**config.mk**
```make
export PLATFORM = sky130hd
export DESIGN_NAME = lspc_protect_core
export DESIGN_NICKNAME = d
export VERILOG_FILES = /design/src/lspc_pkg.sv /design/src/lspc_fault_deglitch.sv /design/src/lspc_protect_core.sv
export SDC_FILE = /design/constraint.sdc
export NUM_CORES = 1
export LEC_CHECK = 0
export ABC_AREA = 1
export BUFFER_PORTS_ARGS = -buffer_cell sky130_fd_sc_hd__buf_2
export CORE_MARGIN = 3
export CORE_UTILIZATION = 59
export DETAILED_ROUTE_END_ITERATION = 10
export GPL_ROUTABILITY_DRIVEN = 0
export PLACE_DENSITY = 0.76
export RECOVER_POWER = 25
export SYNTH_ARGS = -nofsm -noshare
export SYNTH_HDL_FRONTEND = slang
export SYNTH_SLANG_ARGS = --single-unit
```
**constraint.sdc**
```tcl
create_clock -name clk -period 3.25 [get_ports clk]
set_input_delay 0.65 -clock clk [delete_from_list [all_inputs] [get_ports clk]]
set_output_delay 0.65 -clock clk [all_outputs]
set_load 0.01 [all_outputs]
```
**src/lspc_pkg.sv**
```systemverilog
// constants and carrier types for the led sink protection control block
package lspc_pkg;

	localparam int unsigned CHANNELS        = 3;
	localparam int unsigned CLK_HZ          = 50_000_000;

	// times as printed
	localparam int unsigned ON_MIN_NS       = 10_000;
	localparam int unsigned SOFT_START_US   = 200;
	localparam int unsigned STANDBY_MS      = 4;
	localparam int unsigned DEGLITCH_MS     = 3;
	localparam int unsigned HICCUP_MS       = 128;
	localparam int unsigned DEGLITCH_PULSES = 7;

	// cycle counts derived from the clock rate
	localparam int unsigned ON_MIN_CYCLES   = (ON_MIN_NS * (CLK_HZ / 1_000_000) + 999) / 1000;
	localparam int unsigned SS_CYCLES       = SOFT_START_US * (CLK_HZ / 1_000_000);
	localparam int unsigned STANDBY_CYCLES  = STANDBY_MS * (CLK_HZ / 1000);
	localparam int unsigned DEGLITCH_CYCLES = DEGLITCH_MS * (CLK_HZ / 1000);
	localparam int unsigned HICCUP_CYCLES   = HICCUP_MS * (CLK_HZ / 1000);
	localparam int unsigned RETEST_CYCLES   = 2 * ON_MIN_CYCLES;

	// current reference scale
	localparam int unsigned LEVEL_W         = 8;
	localparam logic [7:0]  LEVEL_FULL      = 8'hff;
	localparam logic [7:0]  FOLD_STEP       = 8'h10;
	localparam int unsigned FOLD_W          = 4;

	// digitised comparator outputs from the analogue front end
	typedef struct packed {
		logic              supply_above_on;
		logic              supply_above_off;
		logic              supply_above_short;
		logic              temp_above_fold;
		logic              temp_above_shut;
		logic              temp_above_recover;
		logic [FOLD_W-1:0] fold_steps;
	} lspc_sense_type;

	typedef enum logic [1:0] {
		LSPC_RUN    = 2'b00,
		LSPC_SHUT   = 2'b01,
		LSPC_RETEST = 2'b10
	} lspc_prot_type;

endpackage : lspc_pkg

```
**src/lspc_fault_deglitch.sv**
```systemverilog
// per channel fault deglitch: pulse count or full duty timer
module lspc_fault_deglitch #(
	parameter int unsigned DEG_CYCLES = lspc_pkg::DEGLITCH_CYCLES,
	parameter int unsigned ON_MIN     = lspc_pkg::ON_MIN_CYCLES,
	parameter int unsigned PULSES     = lspc_pkg::DEGLITCH_PULSES
) (
	// clock and reset
	input  wire logic clk,
	input  wire logic reset_n,
	// control
	input  wire logic clear,
	input  wire logic enable,
	// monitored signals
	input  wire logic dim,
	input  wire logic condition,
	// result
	output logic      confirmed
);
	import lspc_pkg::*;

	localparam int unsigned ON_W  = $clog2(ON_MIN + 1);
	localparam int unsigned DEG_W = $clog2(DEG_CYCLES + 1);
	localparam logic [ON_W-1:0]  ON_LIM    = ON_W'(ON_MIN);
	localparam logic [DEG_W-1:0] DEG_LIM   = DEG_W'(DEG_CYCLES);
	localparam logic [3:0]       PULSE_LIM = 4'(PULSES);

	logic             dim_q;
	logic [ON_W-1:0]  on_cnt;
	logic [DEG_W-1:0] ms_cnt;
	logic [3:0]       pulse_cnt;
	logic             seen;
	logic             qual;
	logic             hit;
	logic             miss;
	logic             fall;

	// short pulses are never judged: the sensing has not settled
	assign qual = dim && (on_cnt >= ON_LIM);
	assign hit  = qual && enable && condition;
	assign miss = qual && !(enable && condition);
	assign fall = dim_q && !dim;

	always_ff @(posedge clk or negedge reset_n) begin
		if (!reset_n) begin
			dim_q  <= 1'b0;
			on_cnt <= '0;
		end else begin
			dim_q  <= dim;
			if (!dim)
				on_cnt <= '0;
			else if (on_cnt < ON_LIM)
				on_cnt <= on_cnt + 1'b1;
		end
	end

	always_ff @(posedge clk or negedge reset_n) begin
		if (!reset_n)
			seen <= 1'b0;
		else if (fall)
			seen <= 1'b0;
		else if (hit)
			seen <= 1'b1;
	end

	always_ff @(posedge clk or negedge reset_n) begin
		if (!reset_n)
			pulse_cnt <= '0;
		else if (clear || miss)
			pulse_cnt <= '0;
		else if (fall && seen && pulse_cnt < PULSE_LIM)
			pulse_cnt <= pulse_cnt + 1'b1;
	end

	always_ff @(posedge clk or negedge reset_n) begin
		if (!reset_n)
			ms_cnt <= '0;
		else if (clear || !hit)
			ms_cnt <= '0;
		else if (ms_cnt < DEG_LIM)
			ms_cnt <= ms_cnt + 1'b1;
	end

	always_ff @(posedge clk or negedge reset_n) begin
		if (!reset_n)
			confirmed <= 1'b0;
		else if (clear)
			confirmed <= 1'b0;
		else
			confirmed <= (pulse_cnt == PULSE_LIM) || (ms_cnt == DEG_LIM);
	end

	a_pulse_clears: assert property (@(posedge clk) disable iff (!reset_n)
		miss && !clear |=> pulse_cnt == 4'h0 && ms_cnt == '0)
		else $error("deglitch counters not cleared on missing condition");

	a_confirm_cause: assert property (@(posedge clk) disable iff (!reset_n)
		$rose(confirmed) |-> $past(pulse_cnt) == PULSE_LIM || $past(ms_cnt) == DEG_LIM)
		else $error("fault confirmed without full deglitch count");

	a_short_pulse_ignored: assert property (@(posedge clk) disable iff (!reset_n)
		dim && on_cnt < ON_LIM |=> ms_cnt == '0 && !seen)
		else $error("condition judged during too short on-time");

endmodule : lspc_fault_deglitch

```
**src/lspc_protect_core.sv**
```systemverilog
// led sink gating, soft start, standby and protection control
// Summary of operation
// - a channel's sink is on while its dim input is high, off while low.
// - device is enabled if any dim input is high, disabled when all low.
// - with an input high and supply good, current ramps over 200 us.
// - all inputs low for more than 4 ms enters standby.
// - any dim activity leaves standby with no other command.
// - faults pull the open-drain fault line low; never driven high.
// - off until supply above 6 V; off and fault below about 5.7 V.
// - open string for 7 dim cycles or 3 ms full duty shuts all channels.
// - after open shutdown retest every 128 ms, resume when cleared.
// - open detection only counts when on-time exceeds 10 us.
// - fault line held low while open or short persists, then released.
// - pin above 15 V for 7 cycles or 3 ms shuts all channels.
// - after short shutdown recheck every 128 ms, resume when cleared.
// - short detection needs supply above 15 V and on-time over 10 us.
// - above 130 C the current reference folds back with temperature.
// - at 160 C stop all sinks and fault; below 140 C soft-start again.
module lspc_protect_core #(
	parameter int unsigned SS_CYCLES       = lspc_pkg::SS_CYCLES,
	parameter int unsigned STANDBY_CYCLES  = lspc_pkg::STANDBY_CYCLES,
	parameter int unsigned DEGLITCH_CYCLES = lspc_pkg::DEGLITCH_CYCLES,
	parameter int unsigned HICCUP_CYCLES   = lspc_pkg::HICCUP_CYCLES
) (
	// clock and reset
	input  wire logic                   clk,
	input  wire logic                   reset_n,
	// host dimming inputs
	input  wire logic [2:0]             channel_dim_inputs,
	// analogue front end
	input  wire lspc_pkg::lspc_sense_type sense,
	input  wire logic [2:0]             channel_open_detect,
	input  wire logic [2:0]             channel_pin_high,
	// current sinks
	output logic [2:0]                  channel_sink_outputs,
	output logic [7:0]                  current_level,
	output logic                        standby,
	// open-drain fault line
	output logic                        shared_fault_line_n_out,
	output logic                        shared_fault_line_n_oe
);
	import lspc_pkg::*;

	localparam int unsigned SS_STEP  = (SS_CYCLES / 255 > 0) ? SS_CYCLES / 255 : 1;
	localparam int unsigned SS_W     = $clog2(SS_STEP + 1);
	localparam int unsigned SB_W     = $clog2(STANDBY_CYCLES + 1);
	localparam int unsigned HC_W     = $clog2(HICCUP_CYCLES + 1);
	localparam int unsigned RT_W     = $clog2(RETEST_CYCLES + 1);
	localparam logic [SS_W-1:0] SS_LIM = SS_W'(SS_STEP - 1);
	localparam logic [SB_W-1:0] SB_LIM = SB_W'(STANDBY_CYCLES);
	localparam logic [HC_W-1:0] HC_LIM = HC_W'(HICCUP_CYCLES - 1);
	localparam logic [RT_W-1:0] RT_LIM = RT_W'(RETEST_CYCLES - 1);
	localparam int STBY_WAIT = 2;

	logic             supply_ok;
	logic             thermal_shut;
	logic [SB_W-1:0]  idle_cnt;
	logic [SS_W-1:0]  ss_div;
	logic [7:0]       ramp_level;
	lspc_prot_type    prot_state;
	logic [2:0]       faulty_open;
	logic [2:0]       faulty_short;
	logic [HC_W-1:0]  hiccup_cnt;
	logic [RT_W-1:0]  retest_cnt;
	logic [2:0]       conf_open;
	logic [2:0]       conf_short;
	logic             any_active;
	logic             prot_shut;
	logic             run_ok;
	logic             ramp_go;
	logic             new_fault;
	logic             still_bad;
	logic             fault_req;
	logic [2:0]       next_sink;
	logic [7:0]       next_level;
	logic [11:0]      fold_drop;

	assign any_active = |channel_dim_inputs;
	assign prot_shut  = (prot_state != LSPC_RUN);
	assign run_ok     = supply_ok && !thermal_shut && !prot_shut;
	assign ramp_go    = run_ok && !standby;
	assign new_fault  = |{conf_open, conf_short};

	// supply lockout with hysteresis from two comparators
	always_ff @(posedge clk or negedge reset_n) begin
		if (!reset_n)
			supply_ok <= 1'b0;
		else if (!sense.supply_above_off)
			supply_ok <= 1'b0;
		else if (sense.supply_above_on)
			supply_ok <= 1'b1;
	end

	// thermal shutdown with recovery hysteresis
	always_ff @(posedge clk or negedge reset_n) begin
		if (!reset_n)
			thermal_shut <= 1'b0;
		else if (sense.temp_above_shut)
			thermal_shut <= 1'b1;
		else if (!sense.temp_above_recover)
			thermal_shut <= 1'b0;
	end

	// standby entry after a long idle stretch, exit on any activity
	always_ff @(posedge clk or negedge reset_n) begin
		if (!reset_n) begin
			idle_cnt <= '0;
			standby  <= 1'b1;
		end else if (any_active) begin
			idle_cnt <= '0;
			standby  <= 1'b0;
		end else if (idle_cnt < SB_LIM) begin
			idle_cnt <= idle_cnt + 1'b1;
		end else begin
			standby  <= 1'b1;
		end
	end

	// soft start ramp; a fresh ramp after every shutdown or standby
	always_ff @(posedge clk or negedge reset_n) begin
		if (!reset_n) begin
			ss_div     <= '0;
			ramp_level <= 8'h00;
		end else if (!ramp_go) begin
			ss_div     <= '0;
			ramp_level <= 8'h00;
		end else if (ramp_level != LEVEL_FULL) begin
			if (ss_div == SS_LIM) begin
				ss_div     <= '0;
				ramp_level <= ramp_level + 8'h01;
			end else begin
				ss_div <= ss_div + 1'b1;
			end
		end
	end

	// foldback lowers the reference, saturating at zero
	always_comb begin
		fold_drop = 12'(sense.fold_steps) * 12'(FOLD_STEP);
		if (!sense.temp_above_fold)
			next_level = ramp_level;
		else if (fold_drop >= 12'(ramp_level))
			next_level = 8'h00;
		else
			next_level = ramp_level - fold_drop[7:0];
	end

	always_ff @(posedge clk or negedge reset_n) begin
		if (!reset_n)
			current_level <= 8'h00;
		else
			current_level <= next_level;
	end

	// deglitch per channel for open and short strings
	genvar ch;
	generate
		for (ch = 0; ch < CHANNELS; ch++) begin : g_chan
			lspc_fault_deglitch #(
				.DEG_CYCLES (DEGLITCH_CYCLES),
				.ON_MIN     (ON_MIN_CYCLES),
				.PULSES     (DEGLITCH_PULSES)
			) u_open (
				.clk       (clk),
				.reset_n   (reset_n),
				.clear     (prot_shut),
				.enable    (run_ok),
				.dim       (channel_dim_inputs[ch]),
				.condition (channel_open_detect[ch]),
				.confirmed (conf_open[ch])
			);
			lspc_fault_deglitch #(
				.DEG_CYCLES (DEGLITCH_CYCLES),
				.ON_MIN     (ON_MIN_CYCLES),
				.PULSES     (DEGLITCH_PULSES)
			) u_short (
				.clk       (clk),
				.reset_n   (reset_n),
				.clear     (prot_shut),
				.enable    (run_ok && sense.supply_above_short),
				.dim       (channel_dim_inputs[ch]),
				.condition (channel_pin_high[ch]),
				.confirmed (conf_short[ch])
			);
		end
	endgenerate

	// retest looks only at the channels that tripped
	assign still_bad = |(faulty_open & channel_open_detect) ||
		(sense.supply_above_short && |(faulty_short & channel_pin_high));

	// hiccup protection state
	always_ff @(posedge clk or negedge reset_n) begin
		if (!reset_n) begin
			prot_state <= LSPC_RUN;
		end else begin
			case (prot_state)
				LSPC_RUN: begin
					if (new_fault)
						prot_state <= LSPC_SHUT;
				end
				LSPC_SHUT: begin
					if (hiccup_cnt == HC_LIM)
						prot_state <= LSPC_RETEST;
				end
				LSPC_RETEST: begin
					if (retest_cnt == RT_LIM)
						prot_state <= still_bad ? LSPC_SHUT : LSPC_RUN;
				end
				default: prot_state <= LSPC_RUN;
			endcase
		end
	end

	// tripped channels, a new trip wins over the release
	always_ff @(posedge clk or negedge reset_n) begin
		if (!reset_n) begin
			faulty_open  <= 3'h0;
			faulty_short <= 3'h0;
		end else if (new_fault) begin
			faulty_open  <= faulty_open | conf_open;
			faulty_short <= faulty_short | conf_short;
		end else if (prot_state == LSPC_RETEST && retest_cnt == RT_LIM && !still_bad) begin
			faulty_open  <= 3'h0;
			faulty_short <= 3'h0;
		end
	end

	always_ff @(posedge clk or negedge reset_n) begin
		if (!reset_n)
			hiccup_cnt <= '0;
		else if (prot_state != LSPC_SHUT)
			hiccup_cnt <= '0;
		else
			hiccup_cnt <= hiccup_cnt + 1'b1;
	end

	always_ff @(posedge clk or negedge reset_n) begin
		if (!reset_n)
			retest_cnt <= '0;
		else if (prot_state != LSPC_RETEST)
			retest_cnt <= '0;
		else
			retest_cnt <= retest_cnt + 1'b1;
	end

	// sink gating; retest briefly drives only the tripped channels
	always_comb begin
		next_sink = 3'h0;
		if (run_ok)
			next_sink = channel_dim_inputs;
		else if (prot_state == LSPC_RETEST && supply_ok && !thermal_shut)
			next_sink = faulty_open | faulty_short;
	end

	always_ff @(posedge clk or negedge reset_n) begin
		if (!reset_n)
			channel_sink_outputs <= 3'h0;
		else
			channel_sink_outputs <= next_sink;
	end

	// the line is only ever pulled low; the pull-up is off chip
	assign fault_req = !supply_ok || thermal_shut || prot_shut;

	always_ff @(posedge clk or negedge reset_n) begin
		if (!reset_n) begin
			shared_fault_line_n_out <= 1'b0;
			shared_fault_line_n_oe  <= 1'b0;
		end else begin
			shared_fault_line_n_out <= 1'b0;
			shared_fault_line_n_oe  <= fault_req;
		end
	end

	a_sink_follows_dim: assert property (@(posedge clk) disable iff (!reset_n)
		run_ok |=> channel_sink_outputs == $past(channel_dim_inputs))
		else $error("sink does not follow dim input");

	a_any_input_wakes: assert property (@(posedge clk) disable iff (!reset_n)
		any_active |=> !standby)
		else $error("standby not left on dim activity");

	a_standby_needs_idle: assert property (@(posedge clk) disable iff (!reset_n)
		$rose(standby) |-> $past(idle_cnt) == SB_LIM && !$past(any_active))
		else $error("standby entered before idle time elapsed");

	a_ramp_from_zero: assert property (@(posedge clk) disable iff (!reset_n)
		!ramp_go ##1 ramp_go |-> ramp_level == 8'h00 ##1 ramp_level <= 8'h01)
		else $error("soft start does not begin at zero");

	a_fault_drives_low: assert property (@(posedge clk) disable iff (!reset_n)
		fault_req |=> shared_fault_line_n_oe && !shared_fault_line_n_out)
		else $error("fault request not shown on fault line");

	a_supply_low_lockout_off: assert property (@(posedge clk) disable iff (!reset_n)
		!sense.supply_above_off |=> ##1 channel_sink_outputs == 3'h0)
		else $error("sinks on under supply lockout");

	a_trip_shuts_all: assert property (@(posedge clk) disable iff (!reset_n)
		prot_state == LSPC_RUN && new_fault |=> ##1 channel_sink_outputs == 3'h0)
		else $error("string fault did not shut all channels");

	a_hot_shutdown: assert property (@(posedge clk) disable iff (!reset_n)
		sense.temp_above_shut |=> ##1 channel_sink_outputs == 3'h0 && shared_fault_line_n_oe)
		else $error("thermal shutdown not applied");

	a_hiccup_period: assert property (@(posedge clk) disable iff (!reset_n)
		$rose(prot_state == LSPC_RETEST) |-> $past(hiccup_cnt) == HC_LIM)
		else $error("retest outside hiccup period");

	a_fold_lowers: assert property (@(posedge clk) disable iff (!reset_n)
		sense.temp_above_fold && sense.fold_steps != '0 && ramp_level != 8'h00
		|=> current_level < $past(ramp_level))
		else $error("foldback did not lower reference");

	a_standby_soon: assert property (@(posedge clk) disable iff (!reset_n)
		!any_active && idle_cnt == SB_LIM |-> ##[1:STBY_WAIT] standby)
		else $error("standby not entered after idle time");

	a_retest_release: assert property (@(posedge clk) disable iff (!reset_n)
		prot_state == LSPC_RETEST && retest_cnt == RT_LIM && !still_bad
		|=> prot_state == LSPC_RUN && faulty_open == 3'h0 && faulty_short == 3'h0)
		else $error("passed retest did not release the driver");

	a_shut_holds_line: assert property (@(posedge clk) disable iff (!reset_n)
		prot_state != LSPC_RUN |=> shared_fault_line_n_oe)
		else $error("fault line released during string shutdown");

	a_line_released: assert property (@(posedge clk) disable iff (!reset_n)
		!fault_req |=> !shared_fault_line_n_oe)
		else $error("fault line held with no active condition");

	c_string_trip: cover property (@(posedge clk) disable iff (!reset_n) $rose(prot_shut));
	c_standby_entry: cover property (@(posedge clk) disable iff (!reset_n) $rose(standby));
	c_ramp_full: cover property (@(posedge clk) disable iff (!reset_n) ramp_level == LEVEL_FULL);
	c_retest_clear: cover property (@(posedge clk) disable iff (!reset_n)
		prot_state == LSPC_RETEST ##1 prot_state == LSPC_RUN);
	c_thermal_trip: cover property (@(posedge clk) disable iff (!reset_n) $rose(thermal_shut));

endmodule : lspc_protect_core

```
==> run_results.csv <==
group,metric,value,unit
global_route,grt_remaining_overflow,0,
clock_network,cts-buffers-inserted,34,
outcome,violations,"capacitance limit, slew limit",
sta,fmax,0.4553,GHz
final_layout,fill_cells,2089,
clock_network,cts_buffer_depth,3,
sta,setup_viol,0,
clock_network,path_clk_slew,0.06,ns
place,portBuffers,33,
synth,synth_top_family_by_area,"simple AND/OR/NAND/NOR gates",
global_route,track_usage,0.2360,
floorplan,die_h,168.0,um
pwr,power,0.008068,W
clock_network,cts_setup_buffers,0,
clock_network,cts-root-buf,"clkbuf_16",
clock_network,cts_resized,0,
global_route,grt_max_degree,113,
sta,relSlewSlack,-0.1906,
sta,rsz0062_at_grt,"false",
global_route,grt_pass1_vias,12980,
synth,synth.most_common_cell,"nand2_1",
pwr,power_density,469.5,mW/mm^2
final_layout,layout-drive-gt1-share,0.06469,
critical_path,cp-end-kind,"asynchronous set/reset pin",
synth,netlist_area,0.01548,sq mm
sta,finalCritPeriodShare,0.6757,
sta,tightest_slew,1.786,ns
clock_network,cts.sinks,289,
sta,hold_viol,0,
critical_path,crit_buf_inv,2,
global_route,grt_first_pass_wirelength,57760,um
routing,routedWlPerCell,13.50,um
floorplan,start_util,0.6078,
synth,async_reset_ff_frac,1.000,
floorplan,coreArea,0.02547,sq mm
synth,synth_commonest_cells,"402 x nand2_1, 308 x inv_1, 288 x dfrtp_1",
synth,synth-seq-area-share,0.4672,
critical_path,cp_data_required_time,3.75,ns
synth,synthMuxAreaShare,0.001293,
clock_network,ctsHoldBuffers,0,
synth,synthSimpleGateAreaFrac,0.2847,
sta,fin_crit,2.196,ns
critical_path,slowest_stage,"clkbuf_2",
hold_path,hold_class,"in -> reg",
synth,ys_types,54,
synth,synth_xor_xnor_area_share,0.01641,
pwr,p_leak,7.717,nW
routing,drt_iter0_drc,890,
critical_path,cpPeakStageDelay,1.24,ns
final_layout,nets,2126,
critical_path,path_class,"in -> async",
pwr,peakVddDrop,0.4175,mV
routing,wl,32650,um
clock_network,clk-insertion-delay-late,0.51,ns
final_layout,area_growth,11.00,%
synth,synth_compound_area_frac,0.1094,
clock_network,tritoncts,"built",
sta,clock_skew,0.01816,ns
critical_path,cp_top_family,"buffers and inverters",
routing,routed_via_density,5.458,
synth,synth_top_area_share,0.4655,
synth,syn_avg_cell_area,7.714,sq um
critical_path,critPathMaxFanout,69,
floorplan,rows,58,
clock_network,cts_max_level,2,
critical_path,crit_chain,"clkbuf_2 -> clkbuf_1",
global_route,antenna_found_initial,1,
critical_path,critPathLaunchType,"input port",
floorplan,dieArea,0.02822,sq mm
sta,fin_setup_tns,0,ns
critical_path,worst_ep_arrival_time,2.70,ns
place,dp_hpwl,22620,um
synth,yosys_warnings,0,
routing,vias,13200,
run,max_cap_viol_count,1,
synth,ys_seq_elements,289,
synth,synthAdderAreaFrac,0.03443,
routing,ant_nets,0,
synth,ys.flop_type,"dfrtp_1",
synth,yosysTopAreaCell,"dfrtp_1",
sta,maxSlewViolCount,68,
synth,synth_fp_nets,2070,
synth,synthCells,2007,
floorplan,die_x,168.0,um
synth,netlist_top_cells_area,"dfrtp_1 47%, nand2_1 9.7%, inv_1 7.5%",
floorplan,io-pin-count,35,
routing,first_pass_iters,5,
outcome,status,"finished with violations",
synth,synth_edf_count,0,
routing,drc_errors,0,
stage by stage:
| stage | instance area [sq um] | instances | worst slack (ns) | util | hold WS, ns |
|---|---|---|---|---|---|
| 2_1_floorplan | 15480 | 2007 | 1.334 | - | 0.3544 |
| 3_3_place_gp | 16010 | 2357 | 1.028 | 0.6284 | 0.4500 |
| 3_5_place_dp | 16010 | 2357 | 0.9696 | 0.6284 | 0.4537 |
| 4_1_cts | 17200 | 2417 | 1.109 | 0.6754 | 0.1003 |
| 5_1_grt | 17180 | 2418 | 0.5836 | 0.6746 | 0.3097 |
| 6_report | 17180 | 2418 | 1.054 | 0.6746 | 0.3121 |
final timing paths:
| path | startpoint | endpoint | slack, ns | depth (start not counted) |
|---|---|---|---|---|
| min reg2reg | retest_cnt[0] | retest_cnt[0] | 0.46 | 1 |
| max | reset_n | g_chan[2].u_open.on_cnt[4] | 1.05 | 2 |
| min in group asynchronous | reset_n | g_chan[0].u_short.ms_cnt[5] | 0.61 | 1 |
| max in group clk | channel_dim_inputs[2] | g_chan[2].u_short.ms_cnt[0] | 1.09 | 7 |
| min | sense[5] | thermal_shut | 0.31 | 2 |
| max reg2reg | g_chan[2].u_short.ms_cnt[4] | g_chan[2].u_short.ms_cnt[9] | 1.11 | 11 |
cell usage in the layout (no fill, tap or decap), types with 9 or more instances in the layout:
master / count
inv_2: 10
xor2_1: 21
inv_1: 309
dfrtp_1: 288
nand2_1: 402
o21ai_0: 131
o21a_1: 9
nand3_1: 129
a21oi_1: 137
clkbuf_1: 9
nor3_1: 70
clkbuf_16: 37
buf_2: 29
clkbuf_8: 9
ha_1: 41
nand4_1: 48
nor2_1: 285
per-layer routing:
metal,track usage,vias to the layer above,share of wire
met5,0,-,0
met4,0.06901,0,0.021
met3,0.03123,64,0.038
met2,0.4026,256,0.48
met1,0.3182,6265,0.46
li1,-,6612,-
where the power goes:
| group | switching [W] | internal, W | total, W | leakage (nW) |
|---|---|---|---|---|
| Sequential | 0.0000511 | 0.00366 | 0.00371 | 4.00 |
| Clock | 0.00147 | 0.00251 | 0.00397 | 0.592 |
| Combinational | 0.000278 | 0.000104 | 0.000382 | 3.13 |
| Total | 0.00180 | 0.00627 | 0.00807 | 7.72 |
registers in the layout (all words and copies together), names as in the netlist, 6 cells and up:
| register | count |
|---|---|
| g_chan.u_short.pulse_cnt | 12 |
| retest_cnt | 10 |
| current_level | 8 |
| g_chan.u_open.pulse_cnt | 12 |
| ss_div | 6 |
| g_chan.u_short.ms_cnt | 54 |
| ramp_level | 8 |
| hiccup_cnt | 23 |
| g_chan.u_short.on_cnt | 27 |
| g_chan.u_open.ms_cnt | 54 |
| idle_cnt | 18 |
| g_chan.u_open.on_cnt | 27 |
cells by family (layout without fill, tap and decap cells):
kind of cell / count (synthesis) / after routing
xor gates and xnor gates: 29 / 29
adders and majority gates: 42 / 42
other: 1 / 2
AOI/OAI and AO/OA: 317 / 317
muxes: 2 / 2
buffers and inverters: 340 / 420
DFF: 289 / 289
and+or+nand+nor: 987 / 987
cell type report:
type	instances	area, sq um	share of cell area
multi-input cells	1378	6910	0.4021
clock inverters	10	131.4	0.007645
inverters	321	1205	0.07012
diodes	1	2.502	0.0001456
repair buffers	39	224.0	0.01303
well taps	330	412.9	0.02403
flip-flops and latches	289	7233	0.4209
clock buffers	50	1065	0.06196
Power figures use the tool's default switching activity.
